**src/hw/cmp_pkg.sv**
```systemverilog
package cmp_pkg;

  // Execution state: only three legal combinations exist
  typedef enum logic [1:0] {
    CMP_PRIV_THREAD,
    CMP_USER_THREAD,
    CMP_PRIV_HANDLER
  } cmp_mode_t;

  // Register file geometry
  localparam int CMP_XLEN = 32;
  localparam int CMP_NUM_ARCH_REGS = 16;
  localparam int CMP_PHYS_REGS = 17;
  localparam int CMP_PHYS_AW = 5;

  // Architectural register numbers
  localparam logic [3:0] CMP_REG_LOW_LAST = 4'h7;
  localparam logic [3:0] CMP_REG_SP = 4'hD;
  localparam logic [3:0] CMP_REG_PC = 4'hF;

  // Physical slots of the two stack pointers
  localparam logic [4:0] CMP_SLOT_MAIN_SP = 5'h0D;
  localparam logic [4:0] CMP_SLOT_PROC_SP = 5'h10;

  // Alignment masks for stack pointer and program counter writes
  localparam logic [31:0] CMP_SP_MASK = 32'hFFFFFFFC;
  localparam logic [31:0] CMP_PC_MASK = 32'hFFFFFFFE;

  // Mode control field positions and reset value
  localparam int CMP_CTRL_USER_BIT = 0;
  localparam int CMP_CTRL_SPSEL_BIT = 1;
  localparam logic [1:0] CMP_CTRL_RST = 2'h0;

  // Exception bookkeeping
  localparam int CMP_EXC_NUM_W = 9;
  localparam logic [8:0] CMP_EXC_NONE = 9'h000;
  localparam logic [7:0] CMP_DEPTH_RST = 8'h00;
  localparam logic [7:0] CMP_DEPTH_MAX = 8'hFF;

  // Protected access classes, one bit each
  localparam int CMP_ACC_CLASSES = 4;
  localparam int CMP_ACC_INSTR = 0;
  localparam int CMP_ACC_SPECIAL = 1;
  localparam int CMP_ACC_CONFIG = 2;
  localparam int CMP_ACC_DEBUG = 3;

  // First-halfword prefixes that open a 32-bit encoding
  localparam logic [4:0] CMP_WIDE_PFX_A = 5'h1D;
  localparam logic [4:0] CMP_WIDE_PFX_B = 5'h1E;
  localparam logic [4:0] CMP_WIDE_PFX_C = 5'h1F;

  // Data access sizes and byte lane masks
  localparam logic [1:0] CMP_SIZE_BYTE = 2'h0;
  localparam logic [1:0] CMP_SIZE_HALF = 2'h1;
  localparam logic [7:0] CMP_LANES_BYTE = 8'h01;
  localparam logic [7:0] CMP_LANES_HALF = 8'h03;
  localparam logic [7:0] CMP_LANES_WORD = 8'h0F;

  // Bit-band alias field positions
  localparam int CMP_BB_BIT_LSB = 2;
  localparam int CMP_BB_BYTE_LSB = 5;

endpackage

```
**src/hw/cmp_regfile.sv**
```systemverilog
`timescale 1ns/10ps
// Register storage with one write and one registered read port
module cmp_regfile #(
  parameter int DEPTH = 17,
  parameter int WIDTH = 32,
  parameter int AW = 5
) (
  input wire logic sys_clk_i,
  input wire logic reset_i,
  input wire logic we_i,
  input wire logic [AW-1:0] waddr_i,
  input wire logic [WIDTH-1:0] wdata_i,
  input wire logic re_i,
  input wire logic [AW-1:0] raddr_i,
  output logic [WIDTH-1:0] rdata_o
);

  logic [WIDTH-1:0] mem_ff [DEPTH];

  // Storage write, no reset on the array
  always_ff @(posedge sys_clk_i)
  begin
    if (we_i)
    begin
      mem_ff[waddr_i] <= wdata_i;
    end
  end

  // Registered read port
  always_ff @(posedge sys_clk_i)
  begin
    if (reset_i)
    begin
      rdata_o <= '0;
    end
    else if (re_i)
    begin
      rdata_o <= mem_ff[raddr_i];
    end
  end

endmodule

```
**src/hw/cmp_mem_align.sv**
```systemverilog
`timescale 1ns/10ps
// Data access shaping: bit-band alias translation and lane split
module cmp_mem_align #(
  parameter logic [31:0] BB_ALIAS_BASE = 32'h22000000,
  parameter logic [31:0] BB_REGION_BASE = 32'h20000000,
  parameter int ALIAS_BITS = 25
) (
  input wire logic sys_clk_i,
  input wire logic reset_i,
  input wire logic valid_i,
  input wire logic [31:0] addr_i,
  input wire logic [1:0] size_i,
  output logic valid_o,
  output logic [31:0] addr_o,
  output logic bitband_o,
  output logic [2:0] bit_o,
  output logic [3:0] lanes_first_o,
  output logic [3:0] lanes_second_o,
  output logic split_o
);

  logic hit;
  logic [ALIAS_BITS-6:0] byte_off;
  logic [31:0] nxt_addr;
  logic [7:0] lanes;
  logic [7:0] shifted;

  // Alias decode and byte address of the aliased bit
  assign hit = (addr_i[31:ALIAS_BITS] == BB_ALIAS_BASE[31:ALIAS_BITS]);
  assign byte_off = addr_i[ALIAS_BITS-1:cmp_pkg::CMP_BB_BYTE_LSB];
  assign nxt_addr = hit ? (BB_REGION_BASE + {{(37-ALIAS_BITS){1'b0}}, byte_off}) : addr_i;

  // Lane mask by size, shifted by the misalignment
  always_comb
  begin
    lanes = cmp_pkg::CMP_LANES_WORD;
    if (hit || size_i == cmp_pkg::CMP_SIZE_BYTE)
    begin
      lanes = cmp_pkg::CMP_LANES_BYTE;
    end
    else if (size_i == cmp_pkg::CMP_SIZE_HALF)
    begin
      lanes = cmp_pkg::CMP_LANES_HALF;
    end
  end
  assign shifted = lanes << nxt_addr[1:0];

  // Registered access description
  always_ff @(posedge sys_clk_i)
  begin
    if (reset_i)
    begin
      valid_o <= 1'b0;
      addr_o <= '0;
      bitband_o <= 1'b0;
      bit_o <= '0;
      lanes_first_o <= '0;
      lanes_second_o <= '0;
      split_o <= 1'b0;
    end
    else
    begin
      valid_o <= valid_i;
      if (valid_i)
      begin
        addr_o <= nxt_addr;
        bitband_o <= hit;
        bit_o <= hit ? addr_i[cmp_pkg::CMP_BB_BIT_LSB+2:cmp_pkg::CMP_BB_BIT_LSB] : 3'h0;
        lanes_first_o <= shifted[3:0];
        lanes_second_o <= shifted[7:4];
        split_o <= |shifted[7:4];
      end
    end
  end

endmodule

```
**src/hw/cmp_core_ctrl.sv**
```systemverilog
// What this block does
// - Handler mode only ever runs at the privileged level, never at user level.
// - The execution state is one of privileged handler, privileged thread or user thread.
// - At user level, protected instructions, special and configuration registers and debug parts fault.
// - At the privileged level every instruction and register access goes through without a privilege fault.
// - Exception service runs in handler mode, otherwise the core is in thread mode.
// - All sixteen core registers are 32 bits wide.
// - Registers zero to seven are reachable by every encoding naming a general register.
// - Registers eight to twelve are reachable by all 32-bit encodings but not all 16-bit ones.
// - The decoder takes a mixed stream of 16-bit and 32-bit compact encodings.
// - The legacy fixed-width instruction set is not executed; switching to it faults.
// - Two stack pointers exist, a main one and a process one.
// - Bit-band aliasing gives atomic single-bit reads and writes.
// - Unaligned data accesses are supported for contiguous storage.
// - The external reset pin is active low and reads deasserted when nobody drives it.
// - The process stack pointer is used only in user-level thread execution, main otherwise.
// - Mode control bit 0 picks thread privilege, bit 1 the stack in user thread, and bit 1 stays 0 in handler.
`timescale 1ns/10ps
module cmp_core_ctrl (
  input wire logic sys_clk_i,
  input wire logic reset_i,
  input wire logic external_reset_n_i,
  input wire logic external_reset_drv_i,
  input wire logic exc_entry_i,
  input wire logic [8:0] exc_num_i,
  input wire logic exc_return_i,
  input wire logic acc_valid_i,
  input wire logic [3:0] acc_class_i,
  input wire logic ctrl_wr_i,
  input wire logic [1:0] ctrl_wdata_i,
  input wire logic instr_valid_i,
  input wire logic [15:0] instr_hw_i,
  input wire logic bx_valid_i,
  input wire logic [31:0] bx_target_i,
  input wire logic rd_valid_i,
  input wire logic [3:0] rd_reg_i,
  input wire logic rd_wide_i,
  input wire logic rd_hi_ok_i,
  input wire logic wr_valid_i,
  input wire logic [3:0] wr_reg_i,
  input wire logic wr_wide_i,
  input wire logic wr_hi_ok_i,
  input wire logic [31:0] wr_data_i,
  input wire logic mem_valid_i,
  input wire logic [31:0] mem_addr_i,
  input wire logic [1:0] mem_size_i,
  output logic handler_o,
  output logic user_o,
  output logic psp_sel_o,
  output logic [1:0] ctrl_o,
  output logic [8:0] exc_num_o,
  output logic priv_fault_o,
  output logic isa_fault_o,
  output logic reg_fault_o,
  output logic rd_valid_o,
  output logic [31:0] rd_data_o,
  output logic instr_valid_o,
  output logic instr_wide_o,
  output logic instr_second_o,
  output logic mem_valid_o,
  output logic [31:0] mem_addr_o,
  output logic mem_bitband_o,
  output logic [2:0] mem_bit_o,
  output logic [3:0] mem_lanes_first_o,
  output logic [3:0] mem_lanes_second_o,
  output logic mem_split_o
);

  logic rst;
  logic pin_level;
  cmp_pkg::cmp_mode_t mode_ff;
  cmp_pkg::cmp_mode_t nxt_mode;
  logic [1:0] ctrl_ff;
  logic [1:0] nxt_ctrl;
  logic saved_spsel_ff;
  logic [7:0] depth_ff;
  logic [7:0] nxt_depth;
  logic [8:0] nxt_exc_num;
  logic is_user;
  logic last_return;
  logic nxt_priv_fault;
  logic second_ff;
  logic wide_pfx;
  logic rd_ok;
  logic wr_ok;
  logic rd_en;
  logic wr_en;
  logic [4:0] rd_slot;
  logic [4:0] wr_slot;
  logic [31:0] wr_value;

  // Undriven pin reads high, low level on the pin resets the core
  assign pin_level = external_reset_drv_i ? external_reset_n_i : 1'b1;
  assign rst = reset_i | ~pin_level;

  assign is_user = (mode_ff == cmp_pkg::CMP_USER_THREAD);
  assign last_return = exc_return_i && (depth_ff == 8'h01);

  // Nesting depth of active exceptions
  always_comb
  begin
    nxt_depth = depth_ff;
    if (exc_entry_i)
    begin
      if (depth_ff != cmp_pkg::CMP_DEPTH_MAX)
      begin
        nxt_depth = depth_ff + 8'h01;
      end
    end
    else if (exc_return_i && depth_ff != cmp_pkg::CMP_DEPTH_RST)
    begin
      nxt_depth = depth_ff - 8'h01;
    end
  end

  // Mode control value, bit 1 held at 0 while in handler
  always_comb
  begin
    nxt_ctrl = ctrl_ff;
    if (exc_entry_i)
    begin
      nxt_ctrl[cmp_pkg::CMP_CTRL_SPSEL_BIT] = 1'b0;
    end
    else if (last_return)
    begin
      nxt_ctrl[cmp_pkg::CMP_CTRL_SPSEL_BIT] = saved_spsel_ff;
    end
    else if (ctrl_wr_i && !is_user)
    begin
      nxt_ctrl[cmp_pkg::CMP_CTRL_USER_BIT] = ctrl_wdata_i[cmp_pkg::CMP_CTRL_USER_BIT];
      if (mode_ff != cmp_pkg::CMP_PRIV_HANDLER)
      begin
        nxt_ctrl[cmp_pkg::CMP_CTRL_SPSEL_BIT] = ctrl_wdata_i[cmp_pkg::CMP_CTRL_SPSEL_BIT];
      end
    end
  end

  // Execution state transitions
  always_comb
  begin
    nxt_mode = mode_ff;
    case (mode_ff)
      cmp_pkg::CMP_PRIV_THREAD:
      begin
        if (exc_entry_i)
        begin
          nxt_mode = cmp_pkg::CMP_PRIV_HANDLER;
        end
        else if (ctrl_wr_i && ctrl_wdata_i[cmp_pkg::CMP_CTRL_USER_BIT])
        begin
          nxt_mode = cmp_pkg::CMP_USER_THREAD;
        end
      end
      cmp_pkg::CMP_USER_THREAD:
      begin
        if (exc_entry_i)
        begin
          nxt_mode = cmp_pkg::CMP_PRIV_HANDLER;
        end
      end
      cmp_pkg::CMP_PRIV_HANDLER:
      begin
        if (last_return && !exc_entry_i)
        begin
          nxt_mode = nxt_ctrl[cmp_pkg::CMP_CTRL_USER_BIT] ? cmp_pkg::CMP_USER_THREAD
                                                            : cmp_pkg::CMP_PRIV_THREAD;
        end
      end
      default:
      begin
        nxt_mode = cmp_pkg::CMP_PRIV_THREAD;
      end
    endcase
  end

  // Active exception number
  always_comb
  begin
    nxt_exc_num = exc_num_o;
    if (exc_entry_i)
    begin
      nxt_exc_num = exc_num_i;
    end
    else if (last_return)
    begin
      nxt_exc_num = cmp_pkg::CMP_EXC_NONE;
    end
  end

  // Execution state and mode control registers
  always_ff @(posedge sys_clk_i)
  begin
    if (rst)
    begin
      mode_ff <= cmp_pkg::CMP_PRIV_THREAD;
      ctrl_ff <= cmp_pkg::CMP_CTRL_RST;
      depth_ff <= cmp_pkg::CMP_DEPTH_RST;
      saved_spsel_ff <= 1'b0;
      exc_num_o <= cmp_pkg::CMP_EXC_NONE;
    end
    else
    begin
      mode_ff <= nxt_mode;
      ctrl_ff <= nxt_ctrl;
      depth_ff <= nxt_depth;
      exc_num_o <= nxt_exc_num;
      if (exc_entry_i && depth_ff == cmp_pkg::CMP_DEPTH_RST)
      begin
        saved_spsel_ff <= ctrl_ff[cmp_pkg::CMP_CTRL_SPSEL_BIT];
      end
    end
  end

  // Registered view of the execution state
  always_ff @(posedge sys_clk_i)
  begin
    if (rst)
    begin
      handler_o <= 1'b0;
      user_o <= 1'b0;
      psp_sel_o <= 1'b0;
      ctrl_o <= cmp_pkg::CMP_CTRL_RST;
    end
    else
    begin
      handler_o <= (nxt_mode == cmp_pkg::CMP_PRIV_HANDLER);
      user_o <= (nxt_mode == cmp_pkg::CMP_USER_THREAD);
      psp_sel_o <= (nxt_mode == cmp_pkg::CMP_USER_THREAD) && nxt_ctrl[cmp_pkg::CMP_CTRL_SPSEL_BIT];
      ctrl_o <= nxt_ctrl;
    end
  end

  // Privilege check on protected accesses and mode control writes
  assign nxt_priv_fault = is_user && ((acc_valid_i && (|acc_class_i)) || ctrl_wr_i);

  // Fault pulses
  always_ff @(posedge sys_clk_i)
  begin
    if (rst)
    begin
      priv_fault_o <= 1'b0;
      isa_fault_o <= 1'b0;
      reg_fault_o <= 1'b0;
    end
    else
    begin
      priv_fault_o <= nxt_priv_fault;
      isa_fault_o <= bx_valid_i && !bx_target_i[0];
      reg_fault_o <= (rd_valid_i && !rd_ok) || (wr_valid_i && !wr_ok);
    end
  end

  // Encoding length of each incoming halfword
  assign wide_pfx = (instr_hw_i[15:11] == cmp_pkg::CMP_WIDE_PFX_A) ||
                    (instr_hw_i[15:11] == cmp_pkg::CMP_WIDE_PFX_B) ||
                    (instr_hw_i[15:11] == cmp_pkg::CMP_WIDE_PFX_C);

  // Halfword stream tracking for mixed-width encodings
  always_ff @(posedge sys_clk_i)
  begin
    if (rst)
    begin
      second_ff <= 1'b0;
      instr_valid_o <= 1'b0;
      instr_wide_o <= 1'b0;
      instr_second_o <= 1'b0;
    end
    else
    begin
      instr_valid_o <= instr_valid_i;
      if (instr_valid_i)
      begin
        second_ff <= !second_ff && wide_pfx;
        instr_second_o <= second_ff;
        instr_wide_o <= second_ff || wide_pfx;
      end
    end
  end

  // Register reach by encoding width
  assign rd_ok = rd_wide_i || (rd_reg_i <= cmp_pkg::CMP_REG_LOW_LAST) || rd_hi_ok_i;
  assign wr_ok = wr_wide_i || (wr_reg_i <= cmp_pkg::CMP_REG_LOW_LAST) || wr_hi_ok_i;
  assign rd_en = rd_valid_i && rd_ok;
  assign wr_en = wr_valid_i && wr_ok;

  // Banked stack pointer slot selection
  assign rd_slot = (rd_reg_i == cmp_pkg::CMP_REG_SP && psp_sel_o) ? cmp_pkg::CMP_SLOT_PROC_SP
                                                                  : {1'b0, rd_reg_i};
  assign wr_slot = (wr_reg_i == cmp_pkg::CMP_REG_SP && psp_sel_o) ? cmp_pkg::CMP_SLOT_PROC_SP
                                                                  : {1'b0, wr_reg_i};

  // Stack pointer word aligned, program counter halfword aligned
  always_comb
  begin
    wr_value = wr_data_i;
    if (wr_reg_i == cmp_pkg::CMP_REG_SP)
    begin
      wr_value = wr_data_i & cmp_pkg::CMP_SP_MASK;
    end
    else if (wr_reg_i == cmp_pkg::CMP_REG_PC)
    begin
      wr_value = wr_data_i & cmp_pkg::CMP_PC_MASK;
    end
  end

  // Read answer strobe
  always_ff @(posedge sys_clk_i)
  begin
    if (rst)
    begin
      rd_valid_o <= 1'b0;
    end
    else
    begin
      rd_valid_o <= rd_en;
    end
  end

  // Core register storage including both stack pointers
  cmp_regfile #(
    .DEPTH(cmp_pkg::CMP_PHYS_REGS),
    .WIDTH(cmp_pkg::CMP_XLEN),
    .AW(cmp_pkg::CMP_PHYS_AW)
  ) u_regs (
    .sys_clk_i(sys_clk_i),
    .reset_i(rst),
    .we_i(wr_en),
    .waddr_i(wr_slot),
    .wdata_i(wr_value),
    .re_i(rd_en),
    .raddr_i(rd_slot),
    .rdata_o(rd_data_o)
  );

  // Data access shaping
  cmp_mem_align u_align (
    .sys_clk_i(sys_clk_i),
    .reset_i(rst),
    .valid_i(mem_valid_i),
    .addr_i(mem_addr_i),
    .size_i(mem_size_i),
    .valid_o(mem_valid_o),
    .addr_o(mem_addr_o),
    .bitband_o(mem_bitband_o),
    .bit_o(mem_bit_o),
    .lanes_first_o(mem_lanes_first_o),
    .lanes_second_o(mem_lanes_second_o),
    .split_o(mem_split_o)
  );

endmodule

```
**config.mk**
```make
export PLATFORM = sky130hd
export DESIGN_NAME = cmp_core_ctrl
export DESIGN_NICKNAME = d
export VERILOG_FILES = /design/src/hw/cmp_pkg.sv /design/src/hw/cmp_regfile.sv /design/src/hw/cmp_mem_align.sv /design/src/hw/cmp_core_ctrl.sv
export SDC_FILE = /design/constraint.sdc
export NUM_CORES = 1
export LEC_CHECK = 0
export BUFFER_PORTS_ARGS = -buffer_cell sky130_fd_sc_hd__buf_2
export CAP_MARGIN = 20
export CORE_ASPECT_RATIO = 0.5
export CORE_MARGIN = 3
export CORE_UTILIZATION = 50
export CTS_BUF_LIST = sky130_fd_sc_hd__clkbuf_4 sky130_fd_sc_hd__clkbuf_8
export DETAILED_ROUTE_END_ITERATION = 6
export GPL_TIMING_DRIVEN = 0
export PLACE_DENSITY = 0.69
export SYNTH_ARGS = -nofsm -noshare
export SYNTH_HDL_FRONTEND = slang
export SYNTH_SLANG_ARGS = --single-unit
```
**constraint.sdc**
```tcl
create_clock -name sys_clk_i -period 4.15 [get_ports sys_clk_i]
set_input_delay 0.6225 -clock sys_clk_i [delete_from_list [all_inputs] [get_ports sys_clk_i]]
set_output_delay 0.6225 -clock sys_clk_i [all_outputs]
set_load 0.05 [all_outputs]
```
# Word level (Yosys, flattened, before mapping)
# Memory sizes are Yosys's and may differ from the RTL's. A register that Yosys moved wholly into a read port is not among the register bits.
# Index checks and enable logic that the tools add are counted.
[word_totals] memories=1 in_bits=154 output_inout_bits=99 regBits=79 mem_bits_rw=544
[memory_table] name="u_regs.mem_ff" depth=17 word_bits=32 rd=1 rd_clocked_by_memory_dff=1 write_ports=1 line_no="cmp_regfile.sv:18" source="logic [WIDTH-1:0] mem_ff [DEPTH];"
[op_classes] eq_ne=16 n_shift=1 n_mux=28 n_reduce_logical=42 n_lt_le_gt_ge=2 add_sub_neg=3 bitwise=2
[op_table] op="2-to-1 mux 32 bit" count=1
[op_table] op="2-to-1 mux 8 bit" count=4
[op_table] op="adder 30 x 20 -> 31 bit, first input constant" count=1
[op_table] op="2-to-1 mux 9 bit" count=2
[op_table] op="logical AND 1 bit" count=17
[op_table] op="== test 5 bit, second input constant" count=3
[op_table] op="== test 4 bit, second input constant" count=3
[op_table] op="2-to-1 mux 2 bit" count=6
[op_table] op="logical OR 1 bit" count=10
[op_table] op="2-to-1 mux 1 bit" count=10
[op_table] op="2-to-1 mux 5 bit" count=2
[op_table] op="adder 8 x 1 -> 8 bit, second input constant" count=1
[op_table] op="== test 8 x 1 -> 1 bit, second input constant" count=1
[op_table] op="less-or-equal comparator 4 x 3 -> 1 bit, second input constant" count=2
[op_table] op="logical NOT 8 bit" count=1
[op_table] op="!= test 8 bit, second input constant" count=1
[op_table] op="nonzero test 8 bit" count=1
[op_table] op="OR reduction 4 bit" count=2
[op_table] op="left shift 8 x 2 -> 8 bit" count=1
[op_table] op="subtractor 8 x 1 -> 8 bit, second input constant" count=1
[op_table] op="== test 7 x 5 -> 1 bit, second input constant" count=1
[op_table] op="== test 2 x 1 -> 1 bit, second input constant" count=3
[op_table] op="logical NOT 1 bit" count=6
[op_table] op="case mux 2 bit (3 select lines)" count=1
[op_table] op="10 further kinds" count=13

# Depth between registers and ports, before layout
[logic_depth] depth_word=11 ltp_mapped=9 ltp_nobuf=7

# By module
# Synthesis repeated with hierarchy kept, for this count alone.
[unflattened] hier_cells=1711 area_unflattened_um2=25932.4
[modules_own_cells] mod="cmp_regfile" cells_each=1272 seq_area_each_um2=16976.3 area_per_inst_um2=22208.8 instances=1
[modules_own_cells] mod="cmp_mem_align" cells_each=239 seq_area_each_um2=900.9 area_per_inst_um2=2034.5 instances=1
[modules_own_cells] mod="cmp_core_ctrl" cells_each=200 seq_area_each_um2=660.6 area_per_inst_um2=1689.1 instances=1

# Worst setup path before layout
# OpenSTA, ideal clock, no wires.
[synth_timing] path_type="input-to-reg" startpoint="input wr_wide_i" endpoint="memory u_regs.mem_ff[8][0] (enable)" setup_time_ps=461 path_buffers=0 setup_slack_ps=330 t_arrival_ps=3359 required_ps=3689 stages=4 cell_sequence="nor2_1 -> a21boi_0 -> nand3b_1 -> nor3_1"
[synth_between] elab_chain_len=5
[synth_lines] item="from (decl)" line_no="cmp_core_ctrl.sv:41" source="input wire logic wr_wide_i,"
[synth_lines] item="logical OR 1 bit (2 in series)" line_no="cmp_core_ctrl.sv:282" source="assign wr_ok = wr_wide_i || (wr_reg_i <= cmp_pkg::CMP_REG_LOW_LAST) || wr_hi_ok_i;"
[synth_lines] item="logical AND 1 bit" line_no="cmp_core_ctrl.sv:284" source="assign wr_en = wr_valid_i && wr_ok;"
[synth_lines] item="2-to-1 mux 1 bit" line_no="cmp_regfile.sv:23" source="if (we_i)"
[synth_lines] item="2-to-1 mux 1 bit (not written as such)" line_no="cmp_regfile.sv:25" source="mem_ff[waddr_i] <= wdata_i;"
[synth_lines] item="to (decl)" line_no="cmp_regfile.sv:18"
# Every way passes these cells.

# Worst setup path in the final report
[layout_timing] startpoint="register psp_sel_o" endpoint="register u_regs.rdata_o[14] (read register of u_regs.mem_ff)"
[layout_between] elab_chain_len=2
[layout_lines] item="from (decl)" line_no="cmp_core_ctrl.sv:49" source="output logic psp_sel_o,"
[layout_lines] item="from (signal assigned)" line_no="cmp_core_ctrl.sv:228" source="psp_sel_o <= (nxt_mode == cmp_pkg::CMP_USER_THREAD) && nxt_ctrl[cmp_pkg::CMP_CTRL_SPSEL_BIT];"
[layout_lines] item="logical AND 1 bit" line_no="cmp_core_ctrl.sv:287" source="assign rd_slot = (rd_reg_i == cmp_pkg::CMP_REG_SP && psp_sel_o) ? cmp_pkg::CMP_SLOT_PROC_SP"
[layout_lines] item="2-to-1 mux 5 bit" line_no="cmp_core_ctrl.sv:287"
[layout_lines] item="to (decl)" line_no="cmp_regfile.sv:15" source="output logic [WIDTH-1:0] rdata_o"
# Every way passes these cells.
# A chain may end at the register's enable or synchronous reset.

==> results.cfg <==
[run_status]
outcome = complete, no violations

[sta]
fin_crit_sh_pct = 66.46
clock_skew_ps = 31.22
slew_headroom_pct = 25.23
worst_pin_slew_ps = 1122
fin_ws_ps = 1392
setup_violations = 0
fin_crit_ps = 2758
max_freq_ghz = 0.3626
hold_viol = 0
rsz0062_at_grt = no
slew_viol_final = 0

[synth]
synth_nets = 2084
synth.avg_cell_area_um2 = 14.33
synth_area_leaders = edfxtp_1, dfxtp_1, mux2i_1
yosys.area_share.adder_pct = 0.1814
synthSimpleGateAreaFrac_pct = 6.860
async_flop_share_pct = 0
synth_xor_area_share_pct = 0.2856
yosysTopAreaCellShare_pct = 59.20
synth_area_mm2 = 0.02760
yosys-mux-area-fraction_pct = 12.66
ys.flop_type = edfxtp_1
synth_top_family_by_area = multiplexers
synth_compound_area_share_pct = 10.33
synthCells = 1926
synth_top_area_cell = edfxtp_1
ys.warnings.count = 0
synthDistinctLibCells = 56
yosysSeqAreaShare_pct = 67.18
synth_edf_count = 544
synth_seq_cells = 654

[layout]
layout_commonest_cell = edfxtp_1
drive_gt1_share_pct = 22.97
final_cell_mix = edfxtp_1, buf_2, mux2i_1, a22oi_1, nor2_1
fin_cells = 3077
area_growth_pct = 16.27
nFillCells = 4166
seq_area_mm2 = 0.01854
multi_input_area_mm2 = 0.008488
fin_nets = 2409

[setup_path]
r2r-end = u_regs.rdata_o[14]
critPathMaxFanout = 10
r2r-start = psp_sel_o
cp-endpoint = u_regs.rdata_o[14]
crit_arrival_ps = 3380
worst_setup_path_start_kind = register
cp-end-kind = register
r2r_cells = 6
startpoint = psp_sel_o
required_ps = 4770
crit_type = register to register
reg2reg_slack_ps = 1390

[routing]
wire_per_inst_um = 25.83
drt_first_pass_iters = 6
first_iter_violations = 2291
drt_drc_violations_left = 0
viasPerCell = 6.151
ant_nets = 0
wirelength_um = 79460
via_count = 18930

[clock_network]
cts_setup_buffers = 0
root_buffer = clkbuf_8
cts_resized = 0
cts_hold_buffers = 0
cts_tree = done
numCtsBuffers = 92
clock_sinks = 654
clockBufferDepth = 3
htreeDepth = 3
clk_latency_ps = 700
path_clk_slew_ps = 70

[pwr]
leakagePower_uw = 0.01168
power_uw = 14080
power_density_mw_per_mm2 = 438.9
ir_drop_mv = 0.2577

[floorplanning]
initial_core_util_pct = 50.98
die_w_um = 338.2
fp.dieArea_mm2 = 0.05822
core_area_mm2 = 0.05413
ios = 253
die_y_um = 172.1
rows = 60

[placement]
finalWeightedCongestion = 0.8914
placed_cells = 2901
post-place-ws_ps = 966.0
hpwl_um = 54210
port_buffers = 204

[job]
cap_violations = 0

[grt]
grt_pass1_vias = 18480
grt_util_all_layers_pct = 26.95
antenna_found_initial = 4
grt_first_pass_wirelength_um = 116300
grt_max_degree = 23
grt-ovfl-total = 0

[hold_path]
hold_class = input pin to register
## worst max-delay path, cell delays in order, from the launching register on
cell	delay [ps]
dfxtp_1	590
nand3_1	230
nor4b_2	700
clkbuf_1	710
a22oi_1	160
o22ai_1	210
a21o_1	110
## power breakdown
| group | switching, uW | total, uW | leakage [uW] | internal, uW |
|---|---|---|---|---|
| combinational | 953 | 1400 | 0.00482 | 445 |
| clock | 2500 | 5330 | 0.00105 | 2830 |
| sequential | 78.7 | 7350 | 0.00581 | 7270 |
## stage by stage
stage	cell area [um2]	setup TNS (ps)	utilization, %	hold slack (ps)
CTS	32070	0	59.26	70.76
floorplan	27600	0	-	463.0
finish	32080	0	59.28	108.5
global placement	29550	-434620	54.59	441.8
detailed placement	30120	0	55.65	448.1
global route	32080	0	59.27	85.85
## flip-flops by register name, indices dropped and copies added, names as in the netlist, 3 cells and up
name                    flops
u_regs.mem_ff             544
depth_ff                    8
u_regs.rdata_o             32
exc_num_o                   9
u_align.bit_o               3
u_align.addr_o             32
u_align.lanes_first_o       4
u_align.lanes_second_o      3
## how the worst min path moves through the flow
| stage | startpoint | to | slack (ps) | cells past startpoint |
|---|---|---|---|---|
| 5_1_grt | bx_target_i[0] | isa_fault_o | 90 | 2 |
| 2_1_floorplan | saved_spsel_ff | saved_spsel_ff | 460 | 2 |
| 4_1_cts | bx_target_i[0] | isa_fault_o | 70 | 2 |
| 3_3_place_gp | u_align.split_o | u_align.split_o | 440 | 2 |
| 3_5_place_dp | u_align.split_o | u_align.split_o | 450 | 2 |
| 6_report | bx_target_i[0] | isa_fault_o | 110 | 2 |
## layer usage
layer / wire length [um] / global-route usage [%] / part of all wire (%)
met5: 12 / 0 / 0.015
met4: 3062 / 11.06 / 3.9
met1: 31690 / 36.41 / 40
met3: 8255 / 5.808 / 10
met2: 36440 / 43.10 / 46
## cell usage after synthesis (3+ instances only)
| library cell | number |
|---|---|
| xnor2_1 | 9 |
| dfxtp_1 | 110 |
| o31ai_1 | 64 |
| nand2_1 | 124 |
| buf_1 | 11 |
| mux2i_1 | 204 |
| nor2b_1 | 3 |
| ha_1 | 4 |
| inv_1 | 9 |
| edfxtp_1 | 544 |
| a211oi_1 | 5 |
| a21oi_1 | 56 |
| nor2_1 | 141 |
| and3_1 | 3 |
| a21o_1 | 34 |
| a22oi_1 | 139 |
| nand3b_1 | 4 |
| buf_2 | 48 |
| nand2b_1 | 6 |
| clkbuf_1 | 94 |
| a311oi_1 | 21 |
| o22ai_1 | 64 |
| nor3b_1 | 3 |
| nor3_1 | 13 |
| mux4_2 | 64 |
| nand3_1 | 114 |
## logic make-up (layout without fill, tap and decap cells)
logic type / count (synthesis) / count (layout)
adder cells (fa/ha/maj): 4 / 4
XOR/XNOR: 9 / 9
flip-flops: 654 / 654
buffers and inverters: 164 / 567
other: 1 / 5
AND/OR/NAND/NOR: 425 / 425
multiplexers: 269 / 269
AO/OA/AOI/OAI: 400 / 400
## final cells by class
type,count,area share (%)
multi-input combinational,1108,26.46
timing repair buffer,231,4.602
buffer,155,2.036
sequential,654,57.78
clock inverter,28,0.6162
antenna,4,0.03120
clock buffer,144,5.475
tap,744,2.901
inverter,9,0.1053
No activity file was read; power rests on OpenSTA's default activity.
